`config.mk`:
```
export PLATFORM = sky130hd
export DESIGN_NAME = external_bus_ready_control
export DESIGN_NICKNAME = d
export VERILOG_FILES = /design/src/common/bus_ready_pkg.sv /design/src/hdl/external_bus_ready_control.sv /design/src/hdl/sync_two_stage.sv
export SDC_FILE = /design/constraint.sdc
export NUM_CORES = 1
export LEC_CHECK = 0
export CORE_ASPECT_RATIO = 0.9
export CORE_UTILIZATION = 55
export DETAILED_ROUTE_END_ITERATION = 12
export DONT_BUFFER_PORTS = 1
export PLACE_DENSITY_LB_ADDON = 0.05
export SYNTH_ARGS = -nofsm -noshare
export SYNTH_HDL_FRONTEND = slang
export SYNTH_SLANG_ARGS = --single-unit
```
`constraint.sdc`:
```
create_clock -name clk_i -period 2.4 [get_ports clk_i]
set_clock_uncertainty 0.05 [all_clocks]
set_input_delay 0.24 -clock clk_i [delete_from_list [all_inputs] [get_ports clk_i]]
set_output_delay 0.24 -clock clk_i [all_outputs]
set_load 0.005 [all_outputs]
```
`src/common/bus_ready_pkg.sv`:
```
package bus_ready_pkg;

  localparam int unsigned CLK_PERIOD_NS = 8;
  // one half_clock_unit is half a period of the system clock output
  localparam int unsigned HALF_CLOCK_UNIT_NS = 8;
  localparam int unsigned HALF_CLOCK_UNIT_CYCLES = (HALF_CLOCK_UNIT_NS + CLK_PERIOD_NS - 1) / CLK_PERIOD_NS;
  localparam logic [2:0] CS_RELEASE_CYCLES = 3'(HALF_CLOCK_UNIT_CYCLES);

  localparam logic [7:0] CTRL_OFFSET = 8'h00;
  localparam logic [7:0] CMD_OFFSET = 8'h04;
  localparam logic [7:0] STATUS_OFFSET = 8'h08;

  localparam int unsigned CTRL_WAIT_LSB = 0;
  localparam int unsigned CTRL_TRISTATE_BIT = 4;
  localparam int unsigned CTRL_MUX_BIT = 5;
  localparam int unsigned CTRL_ASYNC_BIT = 6;
  localparam int unsigned CTRL_READY_EN_BIT = 7;
  localparam int unsigned CTRL_CS_LATCHED_BIT = 8;
  localparam int unsigned CTRL_WIDTH = 9;
  localparam logic [8:0] CTRL_RESET = 9'h000;

  localparam int unsigned CMD_ADDR_LSB = 0;
  localparam int unsigned CMD_WRITE_BIT = 16;

  localparam int unsigned STATUS_BUSY_BIT = 0;
  localparam int unsigned STATUS_HELD_BIT = 1;
  localparam int unsigned STATUS_PENDING_BIT = 2;
  localparam int unsigned STATUS_WAITS_LSB = 8;

  // trailing delay in clock output cycles
  localparam logic [3:0] TRAIL_MUX_WAIT = 4'h1;
  localparam logic [3:0] TRAIL_TRISTATE_WAIT = 4'h1;

  typedef struct packed {
    logic cs_latched;
    logic ready_enable;
    logic async_ready;
    logic mux_mode;
    logic tristate_wait_option;
    logic [3:0] memory_cycle_wait_count;
  } ctrl_type;

  typedef struct packed {
    logic write;
    logic [15:0] addr;
  } cmd_type;

  typedef enum logic [2:0] {
    ST_IDLE,
    ST_CMD,
    ST_WAIT,
    ST_TRAIL,
    ST_CSREL,
    ST_HELD
  } state_type;

endpackage : bus_ready_pkg

```
`src/hdl/external_bus_ready_control.sv`:
```
// Operation
// - synchronous ready is sampled directly, giving the shortest cycle
// - asynchronous ready adds one extra stage, so at least one waitstate
// - ready high at a sample point adds a waitstate, low ends the cycle
// - programmed length with memory waitstates runs before ready sampling starts
// - multiplexed mode adds trailing waitstate; tristate option adds one more
// - multiplexing waitstate gives one more output clock to withdraw ready
// - a running bus cycle finishes before the bus is granted
// - latched chip select driven high one half clock, then released
`timescale 1ns/1ps
module external_bus_ready_control (
  input wire logic clk_i,
  input wire logic rst_i,
  input wire logic cyc_i,
  input wire logic stb_i,
  input wire logic we_i,
  input wire logic [7:0] adr_i,
  input wire logic [3:0] sel_i,
  input wire logic [31:0] dat_i,
  output logic [31:0] dat_o,
  output logic ack_o,
  input wire logic ready_n_i,
  input wire logic hold_req_n_i,
  output logic system_clock_output_o,
  output bus_ready_pkg::cmd_type bus_cmd_o,
  output logic rd_n_o,
  output logic wr_n_o,
  output logic cs_n_o,
  output logic cs_oe_o,
  output logic hold_ack_n_o,
  output logic bus_request_output_o
);
  import bus_ready_pkg::*;

  ctrl_type ctrl_q;
  cmd_type cmd_q;
  state_type state_q;
  logic pending_q;
  logic [3:0] cnt_q;
  logic [3:0] waits_q;
  logic phase_q;
  logic rdy_async_n_q;
  logic rdy_sync_n;
  logic hold_sync_n;
  logic rise;
  logic ready_high;
  logic start;
  logic wb_req;
  logic [3:0] trail_len;
  logic [31:0] rd_data;

  sync_two_stage #(
    .WIDTH(2),
    .RESET_VALUE(2'h3)
  ) u_pin_sync (
    .clk_i(clk_i),
    .rst_i(rst_i),
    .async_i({ready_n_i, hold_req_n_i}),
    .sync_o({rdy_sync_n, hold_sync_n})
  );

  // output clock runs at half the core rate; one core cycle is one half_clock_unit
  always_ff @(posedge clk_i)
  begin
    if (rst_i)
      phase_q <= 1'b0;
    else
      phase_q <= ~phase_q;
  end

  // edge where the output clock rises
  assign rise = ~phase_q;

  // extra async stage costs one waitstate
  always_ff @(posedge clk_i)
  begin
    if (rst_i)
      rdy_async_n_q <= 1'b1;
    else if (rise)
      rdy_async_n_q <= rdy_sync_n;
  end

  // sync mode reads the pin stage directly
  assign ready_high = ctrl_q.async_ready ? rdy_async_n_q : rdy_sync_n;

  always_comb
  begin
    trail_len = 4'h0;
    if (ctrl_q.mux_mode)
      trail_len = trail_len + TRAIL_MUX_WAIT;
    if (ctrl_q.tristate_wait_option)
      trail_len = trail_len + TRAIL_TRISTATE_WAIT;
  end

  // a new cycle never starts under a pending hold
  assign start = (state_q == ST_IDLE) && rise && hold_sync_n && pending_q;

  assign wb_req = cyc_i && stb_i && !ack_o;

  always_ff @(posedge clk_i)
  begin
    if (rst_i)
      ack_o <= 1'b0;
    else
      ack_o <= wb_req;
  end

  always_ff @(posedge clk_i)
  begin
    if (rst_i)
      ctrl_q <= CTRL_RESET;
    else if (wb_req && we_i && adr_i == CTRL_OFFSET)
    begin
      if (sel_i[0])
        ctrl_q[7:0] <= dat_i[7:0];
      if (sel_i[1])
        ctrl_q[CTRL_CS_LATCHED_BIT] <= dat_i[CTRL_CS_LATCHED_BIT];
    end
  end

  // command is taken only while no other one waits
  always_ff @(posedge clk_i)
  begin
    if (rst_i)
    begin
      pending_q <= 1'b0;
      cmd_q <= '0;
    end
    else if (wb_req && we_i && adr_i == CMD_OFFSET && !pending_q)
    begin
      pending_q <= 1'b1;
      cmd_q.addr <= dat_i[CMD_ADDR_LSB +: 16];
      cmd_q.write <= dat_i[CMD_WRITE_BIT];
    end
    else if (start)
      pending_q <= 1'b0;
  end

  always_comb
  begin
    rd_data = 32'h0000_0000;
    case (adr_i)
      CTRL_OFFSET: rd_data[CTRL_WIDTH-1:0] = ctrl_q;
      CMD_OFFSET: rd_data[CMD_WRITE_BIT:0] = cmd_q;
      STATUS_OFFSET:
      begin
        rd_data[STATUS_BUSY_BIT] = (state_q != ST_IDLE) && (state_q != ST_HELD);
        rd_data[STATUS_HELD_BIT] = (state_q == ST_HELD);
        rd_data[STATUS_PENDING_BIT] = pending_q;
        rd_data[STATUS_WAITS_LSB +: 4] = waits_q;
      end
      default: rd_data = 32'h0000_0000;
    endcase
  end

  always_ff @(posedge clk_i)
  begin
    if (rst_i)
      dat_o <= 32'h0000_0000;
    else if (wb_req && !we_i)
      dat_o <= rd_data;
  end

  // ready-controlled waitstates of the last cycle, saturating
  always_ff @(posedge clk_i)
  begin
    if (rst_i)
      waits_q <= 4'h0;
    else if (start)
      waits_q <= 4'h0;
    else if (state_q == ST_WAIT && rise && ready_high && waits_q != 4'hF)
      waits_q <= waits_q + 4'h1;
  end

  always_ff @(posedge clk_i)
  begin
    if (rst_i)
    begin
      state_q <= ST_IDLE;
      cnt_q <= 4'h0;
      rd_n_o <= 1'b1;
      wr_n_o <= 1'b1;
      cs_n_o <= 1'b1;
      cs_oe_o <= 1'b1;
      hold_ack_n_o <= 1'b1;
      bus_cmd_o <= '0;
    end
    else
    begin
      case (state_q)
        ST_IDLE:
        begin
          if (rise && !hold_sync_n)
          begin
            // latched chip select driven high first
            if (ctrl_q.cs_latched)
            begin
              state_q <= ST_CSREL;
              cnt_q <= {1'b0, CS_RELEASE_CYCLES};
            end
            else
            begin
              state_q <= ST_HELD;
              cs_oe_o <= 1'b0;
              hold_ack_n_o <= 1'b0;
            end
          end
          else if (start)
          begin
            state_q <= ST_CMD;
            cnt_q <= ctrl_q.memory_cycle_wait_count;
            bus_cmd_o <= cmd_q;
            cs_n_o <= 1'b0;
            rd_n_o <= cmd_q.write;
            wr_n_o <= ~cmd_q.write;
          end
        end
        ST_CMD:
        begin
          if (rise)
          begin
            if (cnt_q != 4'h0)
              cnt_q <= cnt_q - 4'h1;
            else if (ctrl_q.ready_enable)
              state_q <= ST_WAIT;
            else
            begin
              rd_n_o <= 1'b1;
              wr_n_o <= 1'b1;
              cs_n_o <= 1'b1;
              cnt_q <= trail_len;
              state_q <= (trail_len == 4'h0) ? ST_IDLE : ST_TRAIL;
            end
          end
        end
        ST_WAIT:
        begin
          // low ends the cycle, high waits on
          if (rise && !ready_high)
          begin
            rd_n_o <= 1'b1;
            wr_n_o <= 1'b1;
            cs_n_o <= 1'b1;
            cnt_q <= trail_len;
            state_q <= (trail_len == 4'h0) ? ST_IDLE : ST_TRAIL;
          end
        end
        ST_TRAIL:
        begin
          // mux waitstate gives ready time to fall back
          if (rise)
          begin
            if (cnt_q == 4'h1)
              state_q <= ST_IDLE;
            cnt_q <= cnt_q - 4'h1;
          end
        end
        ST_CSREL:
        begin
          if (cnt_q == 4'h1)
          begin
            cs_oe_o <= 1'b0;
            hold_ack_n_o <= 1'b0;
            state_q <= ST_HELD;
          end
          cnt_q <= cnt_q - 4'h1;
        end
        ST_HELD:
        begin
          if (rise && hold_sync_n)
          begin
            cs_oe_o <= 1'b1;
            hold_ack_n_o <= 1'b1;
            state_q <= ST_IDLE;
          end
        end
        default:
          state_q <= ST_IDLE;
      endcase
    end
  end

  always_ff @(posedge clk_i)
  begin
    if (rst_i)
    begin
      system_clock_output_o <= 1'b0;
      bus_request_output_o <= 1'b0;
    end
    else
    begin
      system_clock_output_o <= ~phase_q;
      // a waiting command while held asks for the bus back
      bus_request_output_o <= (state_q == ST_HELD) && pending_q;
    end
  end
endmodule : external_bus_ready_control

```
`src/hdl/sync_two_stage.sv`:
```
`timescale 1ns/1ps
module sync_two_stage #(
  parameter int unsigned WIDTH = 1,
  parameter logic [WIDTH-1:0] RESET_VALUE = '1
) (
  input wire logic clk_i,
  input wire logic rst_i,
  input wire logic [WIDTH-1:0] async_i,
  output logic [WIDTH-1:0] sync_o
);

  logic [WIDTH-1:0] meta_q;

  always_ff @(posedge clk_i)
  begin
    if (rst_i)
    begin
      meta_q <= RESET_VALUE;
      sync_o <= RESET_VALUE;
    end
    else
    begin
      meta_q <= async_i;
      sync_o <= meta_q;
    end
  end

endmodule : sync_two_stage

```
==> qor.csv, run 1 <==
stage,metric,value,unit
status,outcome,finished clean,
die,Die X,90.7,um
clocking,H-tree depth,3,
sta,# setup viols final,0,
drt,met2 wire length,4170,um
synthesis,sequential-to-total area share from yosys stat,43.2,%
clocking,deepest clock path buffer count,2,
clocking,root buf cell,clkbuf_8,
sta,Slew headroom,63.7,%
sta,RSZ-0062 raised after global routing,false,
global_routing,antenna violations before repair,0,
clocking,CTS sink count,84,
drt,average wire per standard cell,16.5,um
sta,total negative slack,0,ns
drt,Top Layer Used,met4,
finish,Layout Cells excl Fill,546,
setup_path,CP Data Arrival Time,2.33,ns
setup_path,Worst Path Required,2.60,ns
synthesis,"FF+latch count, synth",84,
setup_path,critical path's largest stage delay,0.51,ns
synthesis,post-synthesis instance area,0.00389,mm^2
setup_path,Worst R2R Setup Slack,0.27,ns
die,area of the core,0.00669,mm^2
drt,via count,3135,
pwr,maximum VDD drop,347,uV
clocking,Worst-path clk slew,0.08,ns
placed_design,IO Port Bufs,0,
synthesis,Post-synth top flop,dfxtp_1,
placed_design,HPWL Detailed,5960,um
synthesis,ys async rst share,0,%
clocking,CTS Buf Count,9,
drt,initial DRC count,154,
setup_path,slowest CP cell,or4b_4,
global_routing,largest net degree at the start of global routing,81,
run,Max Cap Viol,0,
die,die height,81.8,um
setup_path,startpoint types,register,
finish,ant diodes,0,
global_routing,total global routing overflow,0,
pwr,Leakage,0.00157,uW
drt,First-pass DRT Iterations,4,
clocking,Hold Buf Count CTS,22,
sta,Final Hold Fails,0,
synthesis,Post-synth EDFFs,0,
placed_design,global placer's final weighted congestion,0.913,
drt,drt total wl,8990,um
finish,NumNets Final,511,
global_routing,first-pass GRT wire length,14300,um
finish,"Area growth, synth to finish",11.4,%
clocking,CTS tree,built,
sta,Tightest Pin Transition,0.529,ns
die,Die Area,0.00741,mm^2
drt,Met1 Wirelength,4110,um
setup_path,CP endpoint kind,register,
global_routing,vias in the first global route,2817,
clocking,CTS resizes,0,
sta,period utilization,88.7,%
sta,"Slew Viols, Final",0,
global_routing,Tot GR Track Use,24.9,%
placed_design,DP Cell Count,511,
drt,DRC viols,0,
drt,Vias/cell,5.74,
sta,FMAX,0.470,GHz
drt,post-route ant nets,0,
drt,met3 wire length,633,um
die,initial core utilization,58.1,%
synthesis,syn avg cell area,8.90,um^2
pwr,Pwr Density,660,mW/mm^2
die,Row Count,28,
sta,fin crit period,2.13,ns
setup_path,CP Cell Sequence,inv_1 > ha_1 > or4b_4 > o21ai_1 > nand4_1 > a211o_1,
setup_path,crit-path max FO,5,
die,I/O pin count,108,
synthesis,yosys warns,0,
setup_path,Crit Path Class,register to register,
clocking,# Post-CTS Setup Buffers,0,
synthesis,Yosys cell types,61,
clocking,Clock Latency Late Sink,0.35,ns
finish,share of cells above drive strength 1,9.87,%
worst_hold_path,Min-Delay Path Class,input port to register,
synthesis,Post-Synthesis Cells,437,
==> per-layer routing <==
metal,vias to the layer above,global-route usage (%)
li1,1531,-
met3,6,8.89
met2,94,40.8
met1,1504,31.9
met5,-,0
met4,0,5.32
==> state kept, by name (all words and copies together), names as in the netlist, 2 cells and up <==
register           count
cmd_q                 17
bus_cmd_o             17
state_q                3
ctrl_q                 9
u_pin_sync.sync_o      2
u_pin_sync.meta_q      2
cnt_q                  4
waits_q                4
dat_o                 17
==> Yosys cell counts (3+ instances only) <==
library cell / n / area [um^2]
nand3_1: 8 / 40.0
dfxtp_1: 84 / 1680
a31oi_1: 5 / 31.3
nor2_1: 45 / 169
nor2b_1: 8 / 50.1
or2_2: 5 / 31.3
mux2i_1: 32 / 320
nor3_1: 13 / 65.1
a32o_1: 3 / 30.0
clkbuf_1: 14 / 52.6
a22oi_1: 10 / 75.1
a211o_1: 3 / 26.3
buf_2: 7 / 35.0
a21oi_1: 33 / 165
ha_1: 6 / 75.1
nand2_1: 55 / 206
o21ai_0: 9 / 45.0
nand2b_1: 4 / 25.0
a22o_1: 3 / 26.3
nand4_1: 6 / 37.5
nand3b_1: 3 / 22.5
a21o_1: 3 / 22.5
and2_1: 3 / 18.8
buf_4: 16 / 120
inv_1: 12 / 45.0
==> cell usage in the layout, fill, tap and decap left out, drive strengths merged, types with 4 or more instances in the layout <==
cell          n
a21oi        33
a22oi        10
a31oi         5
and2          4
buf          11
clkbuf        9
conb         15
dfxtp        84
dlygate4sd3  21
ha            6
inv          13
mux2i        32
nand2        55
nand2b        4
nand3         9
nand4         7
nor2         45
nor2b         8
nor3         13
o21ai        10
or2           5
==> path summary, 6_finish.rpt <==
path	start	endpoint	cells past startpoint
min	dat_i[2]	cmd_q[2]	2
max reg2reg	cnt_q[0]	rd_n_o	6
min reg2reg	u_pin_sync.meta_q[1]	u_pin_sync.sync_o[1]	1
max	cnt_q[0]	rd_n_o	6
==> final cells by class <==
cell class / count / area (um^2)
fillers: 603 / 2360
multi-input cells: 315 / 1980
flip-flops and latches: 84 / 1680
repair buffers: 32 / 313
clock buffers: 9 / 124
well taps: 90 / 113
clock inverters: 4 / 76.3
inverters: 12 / 45.0
==> power breakdown <==
part           internal (uW)  switching (uW)
clock network            573             507
registers               1410            29.4
logic                    148             188
total                   2130             725
==> critical path: cells and delay by family, from the launching register on <==
kind	cells	cell delay, ns
AOI/OAI and AO/OA	2	0.53
adders and majority gates	1	0.24
buffers and inverters	1	0.13
DFF	1	0.35
and+or+nand+nor	2	0.73
==> per-stage QoR <==
stage	utilization [%]	instance area [um^2]	hold WS (ns)	total power (uW)	worst slack [ns]
after CTS	64.8	4330	0.000956	2870	0.299
after global routing	64.8	4330	0.00561	2970	0.143
after detailed placement	58.2	3900	0.267	1750	0.319
after global placement	58.2	3900	0.265	1750	0.340
after floorplan	-	3940	0.294	1730	0.549
final	64.8	4330	0.00650	2860	0.270
==> cell families after synthesis <==
logic type | Yosys count | synth area share [%]
AOI/OAI and AO/OA | 90 | 15.9
muxes | 33 | 8.52
adders and majority gates | 6 | 1.93
and+or+nand+nor | 167 | 22.0
other | 1 | 0.0964
xor gates and xnor gates | 4 | 0.901
buffers and inverters | 52 | 7.40
DFF | 84 | 43.2
No activity file was read; power rests on OpenSTA's default activity.
==> run 2, diff against run 1 <==
Settings changed: GPL_ROUTABILITY_DRIVEN from default to 0.
Clock period 2.4 ns to 2.05 ns, I/O delays scaled along.
==> run 2 against run 1 <==
Against the previous run: final cell count increased by 1.6%; utilization up 1.1 points; non-clock buffer count up 7; via count rose by 0.77%; first-iteration DRC count decreased by 24%; count of clock-buffer cells in the layout up 2; global-route usage down 0.20 points; clock power grew 6%; combinational power grew 27%; setup slack lost 0.14 ns; total power rose by 14%.
==> qor.csv, run 2 (synthesis gave the netlist of run 1 again) <==
stage,metric,value,unit,change
status,outcome,finished clean,,
pwr,combinational share of power,13.1,%,+1.4 points
die,I/O pin count,108,,unchanged
pwr,sequential share of power,52.0,%,+1.5 points
die,die height,81.8,um,unchanged
drt,average wire per standard cell,16.0,um,-2.7%
clocking,H-tree depth,3,,unchanged
setup_path,r2r endpoint,rd_n_o,,
finish,Fillers,592,,-1.8%
finish,Register Area,0.00168,mm^2,about the same
drt,drt total wl,8890,um,-1.1%
sta,FMAX,0.520,GHz,+11%
clocking,Worst-path clk slew,0.09,ns,about the same
pwr,total internal power,2410,uW,+13%
worst_hold_path,HP Start,adr_i[3],,
pwr,Final Power,3260,uW,+14%
die,Row Count,28,,unchanged
sta,fin crit period,1.92,ns,-0.205 ns
clocking,CTS tree,built,,
setup_path,Reg2Reg Launch Point,cnt_q[0],,
pwr,clock network fraction of total power,35.0,%,-2.8 points
global_routing,first-pass GRT wire length,14200,um,-0.52%
finish,most frequent cells in the layout,"83 x dfxtp_1, 55 x nand2_1, 45 x nor2_1, 33 x a21oi_1, 31 x mux2i_1",,
setup_path,CP Data Arrival Time,2.12,ns,-0.21 ns
finish,"commonest non-fill, non-tap cell in the layout",dfxtp_1,,
sta,Slew headroom,63.7,%,about the same
die,area of the core,0.00669,mm^2,unchanged
placed_design,IO Port Bufs,0,,unchanged
clocking,# Post-CTS Setup Buffers,0,,unchanged
clocking,CTS Buf Count,9,,unchanged
global_routing,antenna violations before repair,0,,unchanged
die,Die X,90.7,um,unchanged
global_routing,Tot GR Track Use,24.7,%,-0.20 points
finish,NumNets Final,518,,+1.4%
setup_path,startpoint types,register,,
pwr,Pwr Density,739,mW/mm^2,+12%
setup_path,crit-path max FO,4,,-1
sta,Tightest Pin Transition,0.541,ns,+0.0121 ns
clocking,deepest clock path buffer count,2,,unchanged
finish,footprint of the multi-input gates,0.00200,mm^2,+0.69%
sta,total negative slack,0,ns,unchanged
setup_path,Worst R2R Setup Slack,0.13,ns,-0.14 ns
finish,Largest regs,"bus_cmd_o: 17 flops, cmd_q: 17 flops, dat_o: 17 flops",,
drt,post-route ant nets,0,,unchanged
setup_path,R2R depth,6,,unchanged
placed_design,HPWL Detailed,6110,um,+2.5%
worst_hold_path,hold path depth,2,,unchanged
drt,initial DRC count,117,,-24%
sta,# setup viols final,0,,unchanged
setup_path,Crit Path Class,register to register,,
pwr,maximum VDD drop,481,uV,+39%
global_routing,total global routing overflow,0,,unchanged
finish,ant diodes,0,,unchanged
pwr,switching pwr,848,uW,+17%
die,initial core utilization,58.1,%,unchanged
finish,share of cells above drive strength 1,12.5,%,+2.6 points
drt,DRC viols,0,,unchanged
clocking,Clock Latency Late Sink,0.35,ns,about the same
setup_path,Worst Path Required,2.24,ns,-0.36 ns
drt,Vias/cell,5.69,,-0.87%
worst_hold_path,Min-Delay Path Class,input port to register,,
clocking,CTS sink count,84,,unchanged
die,Die Area,0.00741,mm^2,unchanged
sta,RSZ-0062 raised after global routing,false,,
pwr,Leakage,0.00161,uW,+2.3%
pwr,switching part of the total,26.0,%,+0.67 points
run,Max Cap Viol,0,,unchanged
drt,First-pass DRT Iterations,5,,+1
clocking,root buf cell,clkbuf_8,,
worst_hold_path,Worst Hold End,dat_o[0],,
finish,"Area growth, synth to finish",13.3,%,
setup_path,CP endpoint kind,register,,
sta,Final Hold Fails,0,,unchanged
sta,period utilization,93.9,%,+5.1 points
finish,fin util,65.9,%,+1.1 points
sta,"Slew Viols, Final",0,,unchanged
global_routing,vias in the first global route,2877,,+2.1%
drt,via count,3159,,+0.77%
global_routing,largest net degree at the start of global routing,82,,+1.2%
## run 2: worst max path at each step
stage / from / to / slack (ns) / cells past startpoint
2_1_floorplan: cnt_q[0] / rd_n_o / 0.20 / 6
3_3_place_gp: cnt_q[0] / rd_n_o / 0.09 / 6
3_5_place_dp: cnt_q[0] / rd_n_o / 0.07 / 6
4_1_cts: cnt_q[0] / rd_n_o / 0.05 / 6
5_1_grt: cnt_q[1] / cnt_q[0] / 0.02 / 7
6_report: cnt_q[0] / rd_n_o / 0.13 / 6
## run 2: timing repair
action	CTS	global route
hold buffers	22	0
setup endpoints to repair	0	5
endpoints found under the hold margin	80	0
resized for setup	0	6
## run 2: layout make-up
type                       instances  share of cell area, %
clock buffer                      11                   2.98
clock inverter                     4                   1.16
inverter                          12                   1.02
multi-input combinational        315                   45.3
sequential                        84                   38.2
tap                               90                   2.55
timing repair buffer              39                   8.85
## run 2: metal layers
layer | part of all wire [%] | GRT usage (%)
met1 | 45 | 31.3
met2 | 47 | 40.4
met3 | 8.0 | 8.43
met4 | 0.74 | 7.10
met5 | 0 | 0
## run 2: critical path, cell delays in order (launching register included)
cell and delay [ns]:
dfxtp_1 0.35, inv_2 0.09, ha_1 0.19, or4b_4 0.51
o21ai_2 0.16, nand4_1 0.15, a211o_1 0.32
## run 2: per-stage QoR
| step | instances | hold slack (ns) | setup slack (ns) | instance area (um^2) |
|---|---|---|---|---|
| floorplan | 451 | 0.259 | 0.199 | 3940 |
| global placement | 518 | 0.231 | 0.0938 | 3970 |
| detailed placement | 518 | 0.231 | 0.0689 | 3970 |
| CTS | 555 | 0.0412 | 0.0510 | 4390 |
| global route | 555 | 0.0620 | 0.0202 | 4410 |
| finish | 555 | 0.0504 | 0.126 | 4410 |
## run 2: power by group through the flow
stage          clock network (uW)  logic (uW)  registers (uW)
2_1_floorplan                   0         314            1710
3_3_place_gp                    0         344            1730
3_5_place_dp                    0         350            1730
4_1_cts                      1160         415            1690
5_1_grt                      1230         466            1700
6_report                     1140         426            1690
